<file path="config.mk">
export PLATFORM = sky130hd
export DESIGN_NAME = buck_protection_sequencer
export DESIGN_NICKNAME = d
export VERILOG_FILES = /design/src/rtl/buck_seq_pkg.sv /design/src/rtl/buck_protection_sequencer.sv /design/src/rtl/sync2.sv
export VERILOG_INCLUDE_DIRS = /design/src /design/src/rtl
export SDC_FILE = /design/constraint.sdc
export NUM_CORES = 1
export LEC_CHECK = 0
export BUFFER_PORTS_ARGS = -buffer_cell sky130_fd_sc_hd__buf_2
export CORE_UTILIZATION = 65
export CTS_BUF_LIST = sky130_fd_sc_hd__clkbuf_4 sky130_fd_sc_hd__clkbuf_8 sky130_fd_sc_hd__clkbuf_16
export DETAILED_ROUTE_END_ITERATION = 8
export PLACE_DENSITY = 0.81
export SETUP_SLACK_MARGIN = 0.2
export SLEW_MARGIN = 40
export SYNTH_ARGS = -nofsm -noshare
export SYNTH_HDL_FRONTEND = slang
export SYNTH_HIERARCHICAL = 1
export SYNTH_SLANG_ARGS = --single-unit
</file>
<file path="constraint.sdc">
create_clock -name MCLK -period 4.7 [get_ports MCLK]
set_input_delay 0 -clock MCLK [delete_from_list [all_inputs] [get_ports MCLK]]
set_output_delay 0 -clock MCLK [all_outputs]
set_load 0.02 [all_outputs]
</file>
<file path="src/rtl/buck_seq_map.svh">
// What this block does
// - Seeing an external clock on the sync pin switches permanently to clock mode.
// - In clock mode the switching cycle tracks the external clock period.
// - Reference follows the soft ramp while the ramp is below the reference.
// - Lockout, enable low or overheating stop switching at once.
// - No switching restarts before the soft ramp node reaches ground.
// - Power good pulldown releases when feedback is inside its window.
// - Power good pulls low when feedback leaves the outer window.
// - Power good stays low on lockout, heat, enable low, low ramp.
// - High side stays off while feedback is above overvoltage threshold.
// - High side may return only at the next cycle start.
// - Peak current trip turns high side off and low side on.
// - Low side source limit at cycle end skips the next high side pulse.
// - High side resumes at a cycle start with source current below limit.
// - Low side sink limit turns both switches off until next cycle.
// - Overload beyond 512 cycles shuts down, waits 16384 cycles, restarts.
// - Overtemperature flag stops switching.
// - After cooling, wait 16384 cycles, then full power-up again.
// - Each cycle starts with high side on at the oscillator tick.
// - In clock mode a cycle starts on the external clock falling edge.
// - Low side may not sink until soft ramp exceeds its good level.
//
// Purpose: constants of the converter sequencer
// Assumes: counts are in switching cycles, PLL_TOL in MCLK cycles
// Notes:   widths sized for the default counts
`ifndef BUCK_SEQ_MAP_SVH
`define BUCK_SEQ_MAP_SVH

// ----------------------------------------
// Counts
// ----------------------------------------
`define OVL_LIMIT     512
`define HICCUP_CYCLES 16384
`define PLL_TOL       16'h0002

// ----------------------------------------
// Widths
// ----------------------------------------
`define PER_W 16
`define OVL_W 10
`define HIC_W 15
`define FLAG_W 16

`endif

</file>
<file path="src/rtl/buck_seq_pkg.sv">
// Purpose: types of the converter sequencer
// Assumes: buck_seq_map.svh gives widths
// Notes:   state codes are one-hot
`include "buck_seq_map.svh"
package buck_seq_pkg;

  // ----------------------------------------
  // States
  // ----------------------------------------
  typedef enum logic [4:0] {
    ST_OFF   = 5'h01,
    ST_HOT   = 5'h02,
    ST_HICC  = 5'h04,
    ST_DISCH = 5'h08,
    ST_RUN   = 5'h10
  } mode_type;

  typedef enum logic [2:0] {
    PH_OFF = 3'h1,
    PH_HS  = 3'h2,
    PH_LS  = 3'h4
  } phase_type;

  // ----------------------------------------
  // Carriers
  // ----------------------------------------
  typedef struct packed {
    logic clk_pin;
    logic fb_win;
    logic fb_low;
    logic fb_high;
    logic overvolt;
    logic peak;
    logic ls_src;
    logic ls_sink;
    logic ls_rev;
    logic overload;
    logic hot;
    logic lockout;
    logic en_ok;
    logic ramp_pg;
    logic ramp_low;
    logic ramp_gnd;
  } flags_type;

  typedef struct packed {
    mode_type             mode;
    phase_type            phase;
    logic                 hs;
    logic                 ls;
    logic                 pg_low;
    logic                 ext;
    logic                 lock;
    logic                 clk_prev;
    logic [`PER_W-1:0]    per_cnt;
    logic [`PER_W-1:0]    per_prev;
    logic [`OVL_W-1:0]    ovl_cnt;
    logic [`HIC_W-1:0]    hic_cnt;
    logic                 discharge;
    logic                 ref_ss;
    logic                 sink_ok;
    logic                 hiccup;
  } st_type;

endpackage

</file>
<file path="src/rtl/buck_protection_sequencer.sv">
// Purpose: switch sequencing and protection of a step-down converter
// Assumes: comparator flags are asynchronous; OSC_TICK is MCLK-synchronous
// Notes:   one MCLK of dead time between the two switch enables
`include "buck_seq_map.svh"
module buck_protection_sequencer
  import buck_seq_pkg::*;
#(
  parameter int OVL_LIMIT     = `OVL_LIMIT,
  parameter int HICCUP_CYCLES = `HICCUP_CYCLES
) (
  // Clock and reset
  input  wire logic MCLK,
  input  wire logic NRST,
  // Frequency set or sync pin, internal oscillator
  input  wire logic FREQ_SET_OR_SYNC,
  input  wire logic OSC_TICK,
  // Feedback comparators
  input  wire logic FEEDBACK_SENSE_IN_WIN,
  input  wire logic FEEDBACK_SENSE_LOW,
  input  wire logic FEEDBACK_SENSE_HIGH,
  input  wire logic OUTPUT_OVERVOLT_GUARD,
  // Current comparators
  input  wire logic PEAK_TRIP,
  input  wire logic LS_SRC_TRIP,
  input  wire logic LS_SINK_TRIP,
  input  wire logic LS_REVERSE,
  input  wire logic OVERLOAD,
  // Supervisors
  input  wire logic OVER_TEMP,
  input  wire logic LOW_INPUT_LOCKOUT,
  input  wire logic EN_OK,
  // Soft ramp comparators
  input  wire logic SOFT_RAMP_TRACK_PG,
  input  wire logic SOFT_RAMP_TRACK_LOW,
  input  wire logic SOFT_RAMP_TRACK_GND,
  // Switch enables
  output logic      HS_EN,
  output logic      LS_EN,
  // Power good, open drain
  output logic      OUTPUT_OK_FLAG_O,
  output logic      OUTPUT_OK_FLAG_OE,
  // Soft ramp and status
  output logic      SOFT_RAMP_DISCHARGE,
  output logic      REF_FROM_SOFT_RAMP,
  output logic      SINK_ALLOW,
  output logic      EXT_CLK_MODE,
  output logic      PLL_LOCKED,
  output logic      HICCUP_ACTIVE
);

  // ----------------------------------------
  // Input synchronisers
  // ----------------------------------------
  flags_type f_raw;
  flags_type f;

  assign f_raw = '{
    clk_pin:  FREQ_SET_OR_SYNC,
    fb_win:   FEEDBACK_SENSE_IN_WIN,
    fb_low:   FEEDBACK_SENSE_LOW,
    fb_high:  FEEDBACK_SENSE_HIGH,
    overvolt: OUTPUT_OVERVOLT_GUARD,
    peak:     PEAK_TRIP,
    ls_src:   LS_SRC_TRIP,
    ls_sink:  LS_SINK_TRIP,
    ls_rev:   LS_REVERSE,
    overload: OVERLOAD,
    hot:      OVER_TEMP,
    lockout:  LOW_INPUT_LOCKOUT,
    en_ok:    EN_OK,
    ramp_pg:  SOFT_RAMP_TRACK_PG,
    ramp_low: SOFT_RAMP_TRACK_LOW,
    ramp_gnd: SOFT_RAMP_TRACK_GND
  };

  sync2 #(
    .W (`FLAG_W)
  ) u_sync (
    .clk   (MCLK),
    .rst_n (NRST),
    .d     (f_raw),
    .q     (f)
  );

  // ----------------------------------------
  // State
  // ----------------------------------------
  localparam logic [`OVL_W-1:0] OVL_MAX = `OVL_W'(OVL_LIMIT);
  localparam logic [`HIC_W-1:0] HIC_MAX = `HIC_W'(HICCUP_CYCLES - 1);
  localparam logic [`PER_W-1:0] PER_TOL = `PLL_TOL;

  st_type           st_q;
  st_type           st_d;
  logic             clk_rise;
  logic             clk_fall;
  logic             cyc;
  logic             shut;
  logic             pg_hold;
  logic [`PER_W-1:0] per_diff;

  // Edges are taken from the second synchroniser stage only
  assign clk_rise = f.clk_pin & ~st_q.clk_prev;
  assign clk_fall = ~f.clk_pin & st_q.clk_prev;
  // Cycle start source; sticky, so no fallback glitch to the oscillator
  assign cyc      = st_q.ext ? clk_fall : OSC_TICK;
  assign shut     = f.lockout | ~f.en_ok;
  assign pg_hold  = shut | f.hot | ~f.ramp_pg;
  assign per_diff = (st_q.per_cnt > st_q.per_prev) ?
                    st_q.per_cnt - st_q.per_prev :
                    st_q.per_prev - st_q.per_cnt;

  always_comb begin
    st_d          = st_q;
    st_d.clk_prev = f.clk_pin;

    // ----------------------------------------
    // Clock mode detection and period tracking
    // ----------------------------------------
    st_d.ext = st_q.ext | clk_rise;
    if (clk_fall) begin
      st_d.per_prev = st_q.per_cnt;
      st_d.per_cnt  = '0;
      st_d.lock     = st_q.ext & (per_diff <= PER_TOL);
    end else if (st_q.per_cnt != '1) begin
      st_d.per_cnt = st_q.per_cnt + `PER_W'(1);
    end else begin
      // A stalled clock drops the lock
      st_d.lock = 1'b0;
    end

    // ----------------------------------------
    // Sequencer
    // ----------------------------------------
    case (st_q.mode)
      ST_OFF: begin
        if (!shut) begin
          st_d.mode = f.hot ? ST_HOT : ST_DISCH;
        end
      end
      ST_HOT: begin
        if (!f.hot) begin
          st_d.mode    = ST_HICC;
          st_d.hic_cnt = '0;
        end
      end
      ST_HICC: begin
        if (f.hot) begin
          st_d.mode = ST_HOT;
        end else if (cyc) begin
          if (st_q.hic_cnt == HIC_MAX) begin
            st_d.mode = ST_DISCH;
          end else begin
            st_d.hic_cnt = st_q.hic_cnt + `HIC_W'(1);
          end
        end
      end
      ST_DISCH: begin
        if (f.hot) begin
          st_d.mode = ST_HOT;
        end else if (f.ramp_gnd) begin
          st_d.mode = ST_RUN;
        end
      end
      ST_RUN: begin
        if (f.hot) begin
          st_d.mode = ST_HOT;
        end else if (cyc) begin
          if (!f.overload) begin
            st_d.ovl_cnt = '0;
          end else if (st_q.ovl_cnt == OVL_MAX) begin
            st_d.mode    = ST_HICC;
            st_d.hic_cnt = '0;
          end else begin
            st_d.ovl_cnt = st_q.ovl_cnt + `OVL_W'(1);
          end
        end
      end
      default: begin
        st_d.mode = ST_OFF;
      end
    endcase
    // Lockout and enable override every other state
    if (shut) begin
      st_d.mode = ST_OFF;
    end
    if (st_d.mode != ST_RUN) begin
      st_d.ovl_cnt = '0;
    end

    // ----------------------------------------
    // Switching phase
    // ----------------------------------------
    if (st_d.mode != ST_RUN) begin
      st_d.phase = PH_OFF;
    end else if (cyc) begin
      // Turn-on only here, so recovery waits for a cycle start
      if (f.overvolt || f.ls_src) begin
        st_d.phase = PH_LS;
      end else begin
        st_d.phase = PH_HS;
      end
    end else begin
      case (st_q.phase)
        PH_HS: begin
          if (f.peak || f.overvolt) begin
            st_d.phase = PH_LS;
          end
        end
        PH_LS: begin
          if (f.ls_sink || (f.ls_rev && !st_q.sink_ok)) begin
            st_d.phase = PH_OFF;
          end
        end
        default: begin
          st_d.phase = PH_OFF;
        end
      endcase
    end
    // Break before make: an enable rises only once the other is low
    st_d.hs = (st_d.phase == PH_HS) & ~st_q.ls;
    st_d.ls = (st_d.phase == PH_LS) & ~st_q.hs;

    // ----------------------------------------
    // Power good with hysteresis
    // ----------------------------------------
    if (pg_hold || (st_d.mode != ST_RUN)) begin
      st_d.pg_low = 1'b1;
    end else if (f.fb_low || f.fb_high) begin
      st_d.pg_low = 1'b1;
    end else if (f.fb_win) begin
      st_d.pg_low = 1'b0;
    end

    // ----------------------------------------
    // Soft ramp control
    // ----------------------------------------
    st_d.discharge = (st_d.mode != ST_RUN);
    st_d.ref_ss    = f.ramp_low;
    st_d.sink_ok   = f.ramp_pg;
    st_d.hiccup    = (st_d.mode == ST_HICC);
  end

  always_ff @(posedge MCLK) begin
    if (!NRST) begin
      st_q <= '{mode: ST_OFF, phase: PH_OFF, discharge: 1'b1,
                pg_low: 1'b1, default: '0};
    end else begin
      st_q <= st_d;
    end
  end

  // ----------------------------------------
  // Outputs
  // ----------------------------------------
  assign HS_EN               = st_q.hs;
  assign LS_EN               = st_q.ls;
  // Open drain: only ever pulls low
  assign OUTPUT_OK_FLAG_O    = 1'b0;
  assign OUTPUT_OK_FLAG_OE   = st_q.pg_low;
  assign SOFT_RAMP_DISCHARGE = st_q.discharge;
  assign REF_FROM_SOFT_RAMP  = st_q.ref_ss;
  assign SINK_ALLOW          = st_q.sink_ok;
  assign EXT_CLK_MODE        = st_q.ext;
  assign PLL_LOCKED          = st_q.lock;
  assign HICCUP_ACTIVE       = st_q.hiccup;

  // ----------------------------------------
  // Checks
  // ----------------------------------------
  AST_NO_OVERLAP: assert property (
    @(posedge MCLK) disable iff (!NRST)
    !(HS_EN && LS_EN))
    else $error("both switch enables high");

  AST_DEAD_TIME: assert property (
    @(posedge MCLK) disable iff (!NRST)
    $rose(HS_EN) |-> !$past(LS_EN))
    else $error("high side rose without dead time");

  AST_OVERVOLT_HS: assert property (
    @(posedge MCLK) disable iff (!NRST)
    f.overvolt |=> !HS_EN)
    else $error("high side on during overvoltage");

  AST_HS_AT_CYCLE: assert property (
    @(posedge MCLK) disable iff (!NRST)
    $rose(HS_EN) |-> ($past(cyc) || $past(cyc, 2)))
    else $error("high side turned on off a cycle start");

  AST_SRC_SKIP: assert property (
    @(posedge MCLK) disable iff (!NRST)
    (cyc && f.ls_src) |=> !HS_EN)
    else $error("high side pulse not skipped");

  AST_PEAK_OFF: assert property (
    @(posedge MCLK) disable iff (!NRST)
    (HS_EN && f.peak && !cyc && !shut && !f.hot) |=>
      !HS_EN && st_q.phase == PH_LS)
    else $error("peak trip did not hand over to low side");

  AST_SINK_OFF: assert property (
    @(posedge MCLK) disable iff (!NRST)
    (st_q.phase == PH_LS && f.ls_sink && !cyc) |=> !LS_EN && !HS_EN)
    else $error("sink trip left a switch on");

  AST_SHUTDOWN: assert property (
    @(posedge MCLK) disable iff (!NRST)
    (shut || f.hot) |=> !HS_EN && !LS_EN && SOFT_RAMP_DISCHARGE)
    else $error("switching during shutdown");

  AST_PG_HOLD: assert property (
    @(posedge MCLK) disable iff (!NRST)
    pg_hold |=> OUTPUT_OK_FLAG_OE)
    else $error("power good released during hold");

  AST_PG_OUT: assert property (
    @(posedge MCLK) disable iff (!NRST)
    (f.fb_low || f.fb_high) |=> OUTPUT_OK_FLAG_OE)
    else $error("power good released outside window");

  AST_RUN_AFTER_GND: assert property (
    @(posedge MCLK) disable iff (!NRST)
    $rose(st_q.mode == ST_RUN) |-> $past(st_q.mode == ST_DISCH && f.ramp_gnd))
    else $error("switching began before ramp discharge");

  AST_EXT_STICKY: assert property (
    @(posedge MCLK) disable iff (!NRST)
    EXT_CLK_MODE |=> EXT_CLK_MODE)
    else $error("clock mode dropped");

  AST_HICC_EXIT: assert property (
    @(posedge MCLK) disable iff (!NRST)
    $fell(st_q.mode == ST_HICC) |-> st_q.mode != ST_RUN)
    else $error("hiccup skipped the discharge step");

endmodule

</file>
<file path="src/rtl/sync2.sv">
// Purpose: two-stage synchroniser for a bundle of levels
// Assumes: inputs are asynchronous levels
// Notes:   first stage is read by the second only
module sync2 #(
  parameter int W = 1
) (
  // Clock and reset
  input  wire logic         clk,
  input  wire logic         rst_n,
  // Data
  input  wire logic [W-1:0] d,
  output logic      [W-1:0] q
);

  logic [W-1:0] meta_q;

  always_ff @(posedge clk) begin
    if (!rst_n) begin
      meta_q <= '0;
      q      <= '0;
    end else begin
      meta_q <= d;
      q      <= meta_q;
    end
  end

endmodule

</file>
[Word level (Yosys, flattened, before mapping)]
Cells that the tools add are included.
Cells by class
  magnitude comparators: 2
  add/sub/neg operators: 5
  multiplexer cells: 34
  bitwise gates (word level): 17
  reductions and logical operators: 13
  equality and inequality tests: 24
Operators with widths (number)
  $mux 15: 8
  $mux 5: 11
  $pmux 15 s3: 1
  $sub 16x16->16: 2
  $pmux 5 s5: 1
  $mux 10: 2
  $ne 2x2->1 const B: 9
  $add 16x1->16 const B: 1
  $gt 16x16->1: 1
  $le 16x2->1 const B: 1
  $mux 16: 1
  $ne 16x16->1 const B: 1
  $add 15x1->15 const B: 1
  $eq 15x14->1 const B: 1
  $mux 3: 5
  $add 10x1->10 const B: 1
  $eq 10x10->1 const B: 1
  $eq 5x3->1 const B: 2
  $reduce_and 9->1: 1
  $not 1->1: 8
  $eq 3x2->1 const B: 2
  $eq 3x3->1 const B: 2
  $pmux 3 s2: 1
  $and 1x1->1: 5
  other kinds (16): 26
Word-level totals
  output and inout port bits: 10
  input bits: 19
  register bits after elaboration: 107
  word-level logic and storage cells: 113

[Longest topological paths before layout]
Gate-level depths: netlist (run 1).
  word-level depth: 11
  depth in mapped cells: 13
  gate-level depth less buffers: 12

[By module]
Netlist (run 1), hierarchy kept.
Modules (own cells, without submodules)
  buck_protection_sequencer: sequential area each 1501.4 um^2, cells each 658, times used 1, area each 5134.9 um^2
  sync2: sequential area each 640.6 um^2, cells each 67, times used 1, area each 895.9 um^2

[Worst setup path before layout (run 1)]
Ideal clock, no wire load.
  path type: register to register
  from: reg st_q[45] (netlist name)
  to: reg st_q (netlist bit PLL_LOCKED)
  clock period less this slack: 3.016 ns
  required time: 4.616 ns
  arrival: 2.932 ns
  path slack: 1.684 ns
  setup time: 0.084 ns
  buffers on the path: 0
  cell stages (with the launch flop): 13
  cells stage by stage: dfxtp_1 inv_1 ha_1 fa_1 nor2b_1 o31ai_1 a21oi_2 o21ai_4 mux2i_1 mux2_4 nor4_2 nand4_1 o31ai_2
Between the ends
  word-level cells in the longest chain between the ends: 5
  elaborated cells between the ends (all ways): 9
  classes of those cells: add/sub: 2; order compare: 2; eq/ne: 2; mux: 2; bitwise: 1
Ends and longest elaborated chain
  start: declaration: line buck_protection_sequencer.sv:92  | st_type st_q;
  start signal: assignment: line buck_protection_sequencer.sv:245  | st_q <= '{mode: ST_OFF, phase: PH_OFF, discharge: 1'b1,
  start signal: assignment: line buck_protection_sequencer.sv:248  | st_q <= st_d;
  $sub 16x16->16 (tied with other cells): line buck_protection_sequencer.sv:110  | st_q.per_prev - st_q.per_cnt;
  $mux 16: line buck_protection_sequencer.sv:108  | assign per_diff = (st_q.per_cnt > st_q.per_prev) ?
  $le 16x2->1: line buck_protection_sequencer.sv:123  | st_d.lock = st_q.ext & (per_diff <= PER_TOL);
  $and 1x1->1: line buck_protection_sequencer.sv:123
  $mux 1: line buck_protection_sequencer.sv:120  | if (clk_fall) begin
Parallel ways exist; a longest one is shown, timed or not.
A chain may end at the register's enable or synchronous reset.

[Final worst setup path (run 1)]
  from: reg st_q[36] (netlist name)
  to: reg st_q (netlist bit PLL_LOCKED)
Between the ends
  word-level cells in the longest chain between the ends: 5
  elaborated cells between the ends (all ways): 7
  classes of those cells: add/sub: 2; order compare: 2; mux: 2; bitwise: 1
Ends and longest elaborated chain (line)
  $sub 16x16->16 (tied with other cells): buck_protection_sequencer.sv:110
  $mux 16 *: buck_protection_sequencer.sv:108
  $le 16x2->1 *: buck_protection_sequencer.sv:123
  $and 1x1->1 *: buck_protection_sequencer.sv:123
  $mux 1 *: buck_protection_sequencer.sv:120
Mark *: on every way between the ends. The rest lies on a longest branch, timed or not.

==> results of run 1 <==
## cell usage after synthesis (all sizes together) (3+ instances only)
| library cell | count | area share [%] |
|---|---|---|
| xnor2 | 26 | 3.8 |
| or4 | 3 | 0.44 |
| o21ai | 28 | 2.5 |
| inv | 46 | 2.9 |
| ha | 35 | 7.3 |
| nand2 | 78 | 4.9 |
| a21oi | 41 | 3.6 |
| nand3b | 5 | 0.62 |
| a21o | 9 | 1.1 |
| nand3 | 11 | 0.91 |
| a211oi | 4 | 0.50 |
| o21a | 6 | 0.75 |
| mux2i | 9 | 1.5 |
| and2 | 40 | 4.8 |
| nor3b | 4 | 0.50 |
| nand2b | 5 | 0.52 |
| o2111ai | 3 | 0.44 |
| a22oi | 3 | 0.37 |
| nor3 | 17 | 1.4 |
| a211o | 3 | 0.44 |
| a21boi | 18 | 2.2 |
| o211ai | 3 | 0.37 |
| nor4b | 5 | 0.73 |
| o31ai | 6 | 0.83 |
| a31oi | 4 | 0.41 |
| buf | 12 | 1.2 |
| xor2 | 14 | 2.0 |
| nor2 | 64 | 4.0 |
| and3 | 12 | 1.2 |
| nor2b | 11 | 1.1 |
| clkbuf | 20 | 1.3 |
| or3 | 5 | 0.52 |
| dfxtp | 107 | 36 |
| nor4 | 8 | 0.93 |
| nand4 | 28 | 3.1 |
| a2111oi | 4 | 0.68 |
## worst register-to-register path, stage by stage (launching register included)
cell and delay (ps):
dfxtp_1 380, inv_1 60, ha_1 450, a21oi_1 360, nor3b_1 420, a21oi_2 210, o21ai_4 420, mux2i_1 480
mux2_4 340, nor4_2 240, nand4_1 140, o31ai_2 220
## what timing repair did
| action | in CTS | in global routing |
|---|---|---|
| hold buffers | 16 | 0 |
| gates resized for setup | 0 | 0 |
| hold endpoints to repair | 16 | 0 |
| setup buffers | 0 | 0 |
## kinds of logic (layout without fill, tap and decap cells)
kind of cell | Yosys count | count (layout) | synth area share [%]
xor+xnor | 40 | 40 | 5.81
simple gates | 301 | 301 | 26.4
compound gates | 151 | 151 | 17.2
buf+inv | 78 | 109 | 5.39
other cells | 1 | 1 | 0.0622
fa+ha+maj | 37 | 37 | 7.93
mux | 10 | 10 | 1.74
flops | 107 | 107 | 35.5
## routing by layer
| metal | global-route usage, % | part of all wire [%] | routed length [µm] | vias up |
|---|---|---|---|---|
| li1 | - | - | - | 2564 |
| met1 | 42.4 | 43 | 6630 | 2568 |
| met2 | 55.3 | 48 | 7400 | 211 |
| met3 | 4.65 | 6.1 | 937 | 32 |
| met4 | 11.7 | 2.1 | 323 | 0 |
| met5 | 0 | 0 | 0 | - |
## final timing paths
| path | depth (start not counted) | slack, ps | endpoint | start |
|---|---|---|---|---|
| setup / recovery | 11 | 930 | PLL_LOCKED | st_q[36] |
| hold / removal | 3 | 230 | EXT_CLK_MODE | NRST |
| setup reg to reg | 11 | 930 | PLL_LOCKED | st_q[36] |
| hold reg to reg | 1 | 430 | HS_EN | LS_EN |
## power breakdown
part | switching [W] | internal, W | total, W
registers | 0.0000123 | 0.000924 | 0.000936
logic | 0.000141 | 0.000111 | 0.000252
clock network | 0.000392 | 0.000232 | 0.000624
## per-stage QoR
stage / util (%) / std cells / power, W
2_1_floorplan: - / 725 / 0.00113
3_3_place_gp: 69.8 / 832 / 0.00118
3_5_place_dp: 69.9 / 832 / 0.00119
4_1_cts: 74.2 / 864 / 0.00180
5_1_grt: 74.4 / 864 / 0.00188
6_report: 74.4 / 864 / 0.00181
## layout by cell type, fill, tap and decap left out, types with 5 or more instances in the layout
cell type,n
dfxtp_1,107
nand2_1,78
nor2_1,64
inv_1,45
a21oi_1,37
ha_1,35
and2_2,32
buf_2,27
nand4_1,26
xnor2_1,26
o21ai_0,24
a21boi_0,18
nor3_1,17
dlygate4sd3_1,16
xor2_1,14
and3_1,12
nand3_1,11
nor2b_1,11
mux2i_1,9
a21o_1,9
clkbuf_8,9
and2_1,8
nor4_1,7
o21a_1,6
nor4b_1,5
nand3b_1,5
o31ai_1,5
or3_1,5
## area by class of cell
| type | count | area [µm²] |
|---|---|---|
| Tap cell | 108 | 135 |
| Inverter | 46 | 173 |
| Multi-Input combinational cell | 540 | 3580 |
| Fill cell | 646 | 2260 |
| Clock buffer | 9 | 124 |
| Sequential cell | 107 | 2140 |
| Timing Repair Buffer | 47 | 325 |
| Clock inverter | 7 | 103 |
==> run summary, run 1 <==
IO Pins = 29
Final setup slack of the worst path = 927 ps
# setup viols final = 0
CTS root buf = clkbuf_8
Synthesized cell area = 6030 µm²
Grt ovf = 0
Worst-Margin Slew = 771 ps
Worst Path Arrival = 4090 ps
CTS Buffer Depth = 2
Post-Synthesis Net Count = 781
Hold Slack = 228 ps
Tmin final = 3770 ps
Number of buffers and inverters on the critical path = 1
Final hold vios = 0
CP Cell Sequence = inv_1 -> ha_1 -> a21oi_1 -> nor3b_1 -> a21oi_2 -> o21ai_4 -> mux2i_1 -> mux2_4 -> nor4_2 -> nand4_1 -> o31ai_2
Netlist cell types = 71
HP Class = primary input to register
Clock transition at path regs = 120 ps
Leakage = 2.54 nW
CP max stage cell = mux2i_1
Max Clk Rate = 0.265 GHz
IO buf count = 27
Skew-Pair Late Insertion Delay = 390 ps
First-pass DRT Iterations = 5
Layout Skew = 19.3 ps
Core area = 8850 µm²
Share of cells above drive strength 1 = 12.8%
Biggest regs = st_q (66), u_sync/meta_q (16), u_sync/q (16)
Nets = 807
DRT Wirelength = 15300 µm
Period utilisation layout = 80.3%
Vias in the first global route = 5110
WS Path Type = register to register
Setup crit start kind = register
Ant diodes = 0
Seq/Total Area, Yosys = 35.5%
Worst slew margin = 48.3%
Drt initial violations = 315
Row count = 34
Mapped Cells = 725
WL/cell = 17.7 µm
Via/cell ratio = 6.22
Die X-Extent = 98.3 µm
Dominant synthesized flop cell = dfxtp_1
Syn_area_per_cell = 8.32 µm²
ANT nets after route = 0
Max_cap viols = 0
Final Max Slew Viols = 0
Biggest register = st_q
Largest net degree at the start of global routing = 58
H-tree depth = 3
Clock sink count = 107
Num CTS Buffers = 9
Initial Util = 68.2%
Vias after detailed routing = 5375
Largest register FFs = 66
CTS tree = built
Placer Congestion = 0.966
Die area = 9670 µm²
Pwr/cell area = 275 nW/µm²
Setup TNS = 0 ps
Yosys warnings = 6
CP max stage delay = 480 ps
Gr usage total = 32.6%
Die Y = 98.3 µm
Post-synth EDFFs = 0
Synth Register Bits = 107
Worst EP required = 5010 ps
Pre-CTS setup slack = 1040 ps
Max FO, Critical Path = 11
Initial antenna violation count = 0
First-pass GRT wire length = 25100 µm
Ys async rst share = 0%
Placed Area = 6180 µm²
Final Cell Area = 6580 µm²
Peak supply drop = 251 µV
DRC violations left = 0
Status = finished, final reports clean
RSZ-0062 raised after global routing = no
Crit end category = register
Area grow syn2layout = 9.17%
Top delay family on crit path = compound AO/OA/AOI/OAI gates
Hpwl dp = 10400 µm
Power figures use the tool's default switching activity.
==> inputs of run 2 (changes only) <==
CORE_UTILIZATION = 62   (was 65)
PLACE_DENSITY = 0.77   (was 0.81)
clock period = 3.6 ns   (was 4.7 ns; I/O delays follow)
==> run 2 against run 1 <==
Worst setup slack worse by 560 ps. First-iteration DRC count is 19% lower. Register-to-register slack worse by 560 ps. Flip-flop and latch count stayed put. Clock-buffer cell count is the same. Critical path depth decreased by 1. Cell count grew 3.6%. Design area up 1.8%. Global-route usage fell by 2.3 points. Via count decreased by 2.2%. Largest power group unchanged.
==> run summary, run 2 (synthesis gave the netlist of run 1 again) <==
Status = finished, final reports clean (unchanged)
Pre-CTS setup slack = 243 ps (was 1040 ps)
H-tree depth = 3 (unchanged)
IO Pins = 29 (unchanged)
Crit end category = register (unchanged)
Hold Slack = 219 ps (was 228 ps)
Worst Path Arrival = 3540 ps (was 4090 ps)
Worst-Margin Slew = 659 ps (was 771 ps)
Clock sink count = 107 (unchanged)
DRC violations left = 0 (unchanged)
Initial Util = 64.7% (was 68.2%)
Total power = 0.00232 W (was 0.00181 W)
Setup crit start kind = register (unchanged)
Gr usage total = 30.3% (was 32.6%)
Area grow syn2layout = 11.2% (was 9.17%)
First-pass DRT Iterations = 4 (was 5)
Num CTS Buffers = 9 (unchanged)
Share of cells above drive strength 1 = 15.3% (was 12.8%)
Vias after detailed routing = 5258 (was 5375)
Final setup slack of the worst path = 364 ps (was 927 ps)
Die Y = 101 µm (was 98.3 µm)
Peak supply drop = 286 µV (was 251 µV)
Worst EP required = 3910 ps (was 5010 ps)
Row count = 35 (was 34)
Die area = 10100 µm² (was 9670 µm²)
Fillers = 761 (was 646)
Initial antenna violation count = 0 (unchanged)
Biggest register = st_q (unchanged)
Largest register FFs = 66 (unchanged)
Max FO, Critical Path = 11 (unchanged)
R2r setup slk = 360 ps (was 930 ps)
Leakage = 2.57 nW (was 2.54 nW)
Drt initial violations = 256 (was 315)
CP Cell Sequence = inv_1 -> ha_2 -> nand4_2 -> or4_4 -> o21ai_4 -> mux2i_2 -> mux2_4 -> nor4_2 -> nand4_1 -> o31ai_2 (was inv_1 -> ha_1 -> a21oi_1 -> nor3b_1 -> a21oi_2 -> o21ai_4 -> mux2i_1 -> mux2_4 -> nor4_2 -> nand4_1 -> o31ai_2)
Clock transition at path regs = 120 ps (about the same)
CTS tree = built (unchanged)
Largest net degree at the start of global routing = 58 (unchanged)
CP max stage delay = 640 ps (was 480 ps)
Max Clk Rate = 0.309 GHz (was 0.265 GHz)
HP Class = primary input to register (unchanged)
Skew-Pair Late Insertion Delay = 390 ps (about the same)
CTS Buffer Depth = 2 (unchanged)
Core area = 9330 µm² (was 8850 µm²)
Ant diodes = 0 (unchanged)
Placer Congestion = 0.990 (was 0.966)
Layout Skew = 15.0 ps (was 19.3 ps)
Period utilisation layout = 89.9% (was 80.3%)
Max_cap viols = 0 (unchanged)
Via/cell ratio = 5.87 (was 6.22)
Die X-Extent = 101 µm (was 98.3 µm)
Hpwl dp = 10400 µm (about the same)
# setup viols final = 0 (unchanged)
ANT nets after route = 0 (unchanged)
WL/cell = 16.5 µm (was 17.7 µm)
Grt ovf = 0 (unchanged)
Nets = 817 (was 807)
WS Path Type = register to register (unchanged)
Tmin final = 3240 ps (was 3770 ps)
RSZ-0062 raised after global routing = no (unchanged)
Worst slew margin = 55.8% (was 48.3%)
DRT Wirelength = 14700 µm (was 15300 µm)
First-pass GRT wire length = 24200 µm (was 25100 µm)
CP max stage cell = or4_4 (was mux2i_1)
CTS root buf = clkbuf_8 (unchanged)
IO buf count = 27 (unchanged)
Pwr/cell area = 346 nW/µm² (was 275 nW/µm²)
Commonest non-fill, non-tap cell in the layout = dfxtp_1 (unchanged)
Final hold vios = 0 (unchanged)
Vias in the first global route = 4977 (was 5110)
Final Max Slew Viols = 0 (unchanged)
Biggest regs = st_q (66), u_sync/meta_q (16), u_sync/q (16) (unchanged)
Setup TNS = 0 ps (unchanged)
Most frequent cells in the layout = dfxtp_1, nand2_1, nor2_1 (unchanged)
run 2: cell types whose count changed in the layout (fill, tap and decap cells not counted), moves of 2 or more:
| cell | change |
|---|---|
| buf_4 | +10 |
| inv_6 | +2 |
| inv_8 | -3 |
| clkinv_8 | +2 |
| ha_2 | +5 |
| ha_1 | -5 |
run 2: repair_timing:
item / in CTS / in global routing
setup buffers: 0 / 1
endpoints found under the setup margin: 0 / 1
gates resized for setup: 0 / 12
hold buffers: 16 / 0
endpoints found under the hold margin: 16 / 0
run 2: report_power, final:
| part | switching [W] | leakage (nW) | total (W) | internal [W] |
|---|---|---|---|---|
| logic | 0.000185 | 1.60 | 0.000339 | 0.000155 |
| clock network | 0.000479 | 0.102 | 0.000763 | 0.000283 |
| registers | 0.0000124 | 0.870 | 0.00122 | 0.00121 |
run 2: layout make-up:
class	instances	area [µm²]	share of cell area [%]
clock buffer	9	124	1.85
clock inverter	7	90.1	1.34
inverter	46	173	2.58
multi-input combinational	540	3610	53.9
sequential	107	2140	32.0
tap	129	161	2.41
timing repair buffer	57	400	5.97
run 2: worst paths after layout:
kind	start	to	cells after the start
max reg2reg	st_q[38]	PLL_LOCKED	10
max	st_q[38]	PLL_LOCKED	10
min	OSC_TICK	st_q[67]	5
min reg2reg	u_sync/meta_q[3]	u_sync/q[3]	1
run 2: stage by stage:
stage | util [%] | std cells | cell area (µm²)
CTS | 71.3 | 894 | 6650
finish | 71.9 | 895 | 6700
global placement | 67.2 | 862 | 6270
global route | 71.9 | 895 | 6700
detailed placement | 67.2 | 862 | 6270
floorplan | - | 725 | 6030
run 2: metal layers:
layer	wire [µm]	vias up	share of wire (%)	global-route usage, %
met2	7060	132	48	51.2
met1	6850	2517	47	39.7
li1	-	2588	-	-
met5	0	-	0	0
met4	207	0	1.4	9.48
met3	607	21	4.1	4.72
run 2: worst max-delay path: cells and delay by family (launching register included):
family | cells | cell delay (ps)
fa+ha+maj | 1 | 450
compound gates | 2 | 340
simple gates | 4 | 1220
flops | 1 | 380
buf+inv | 1 | 70
mux | 2 | 680
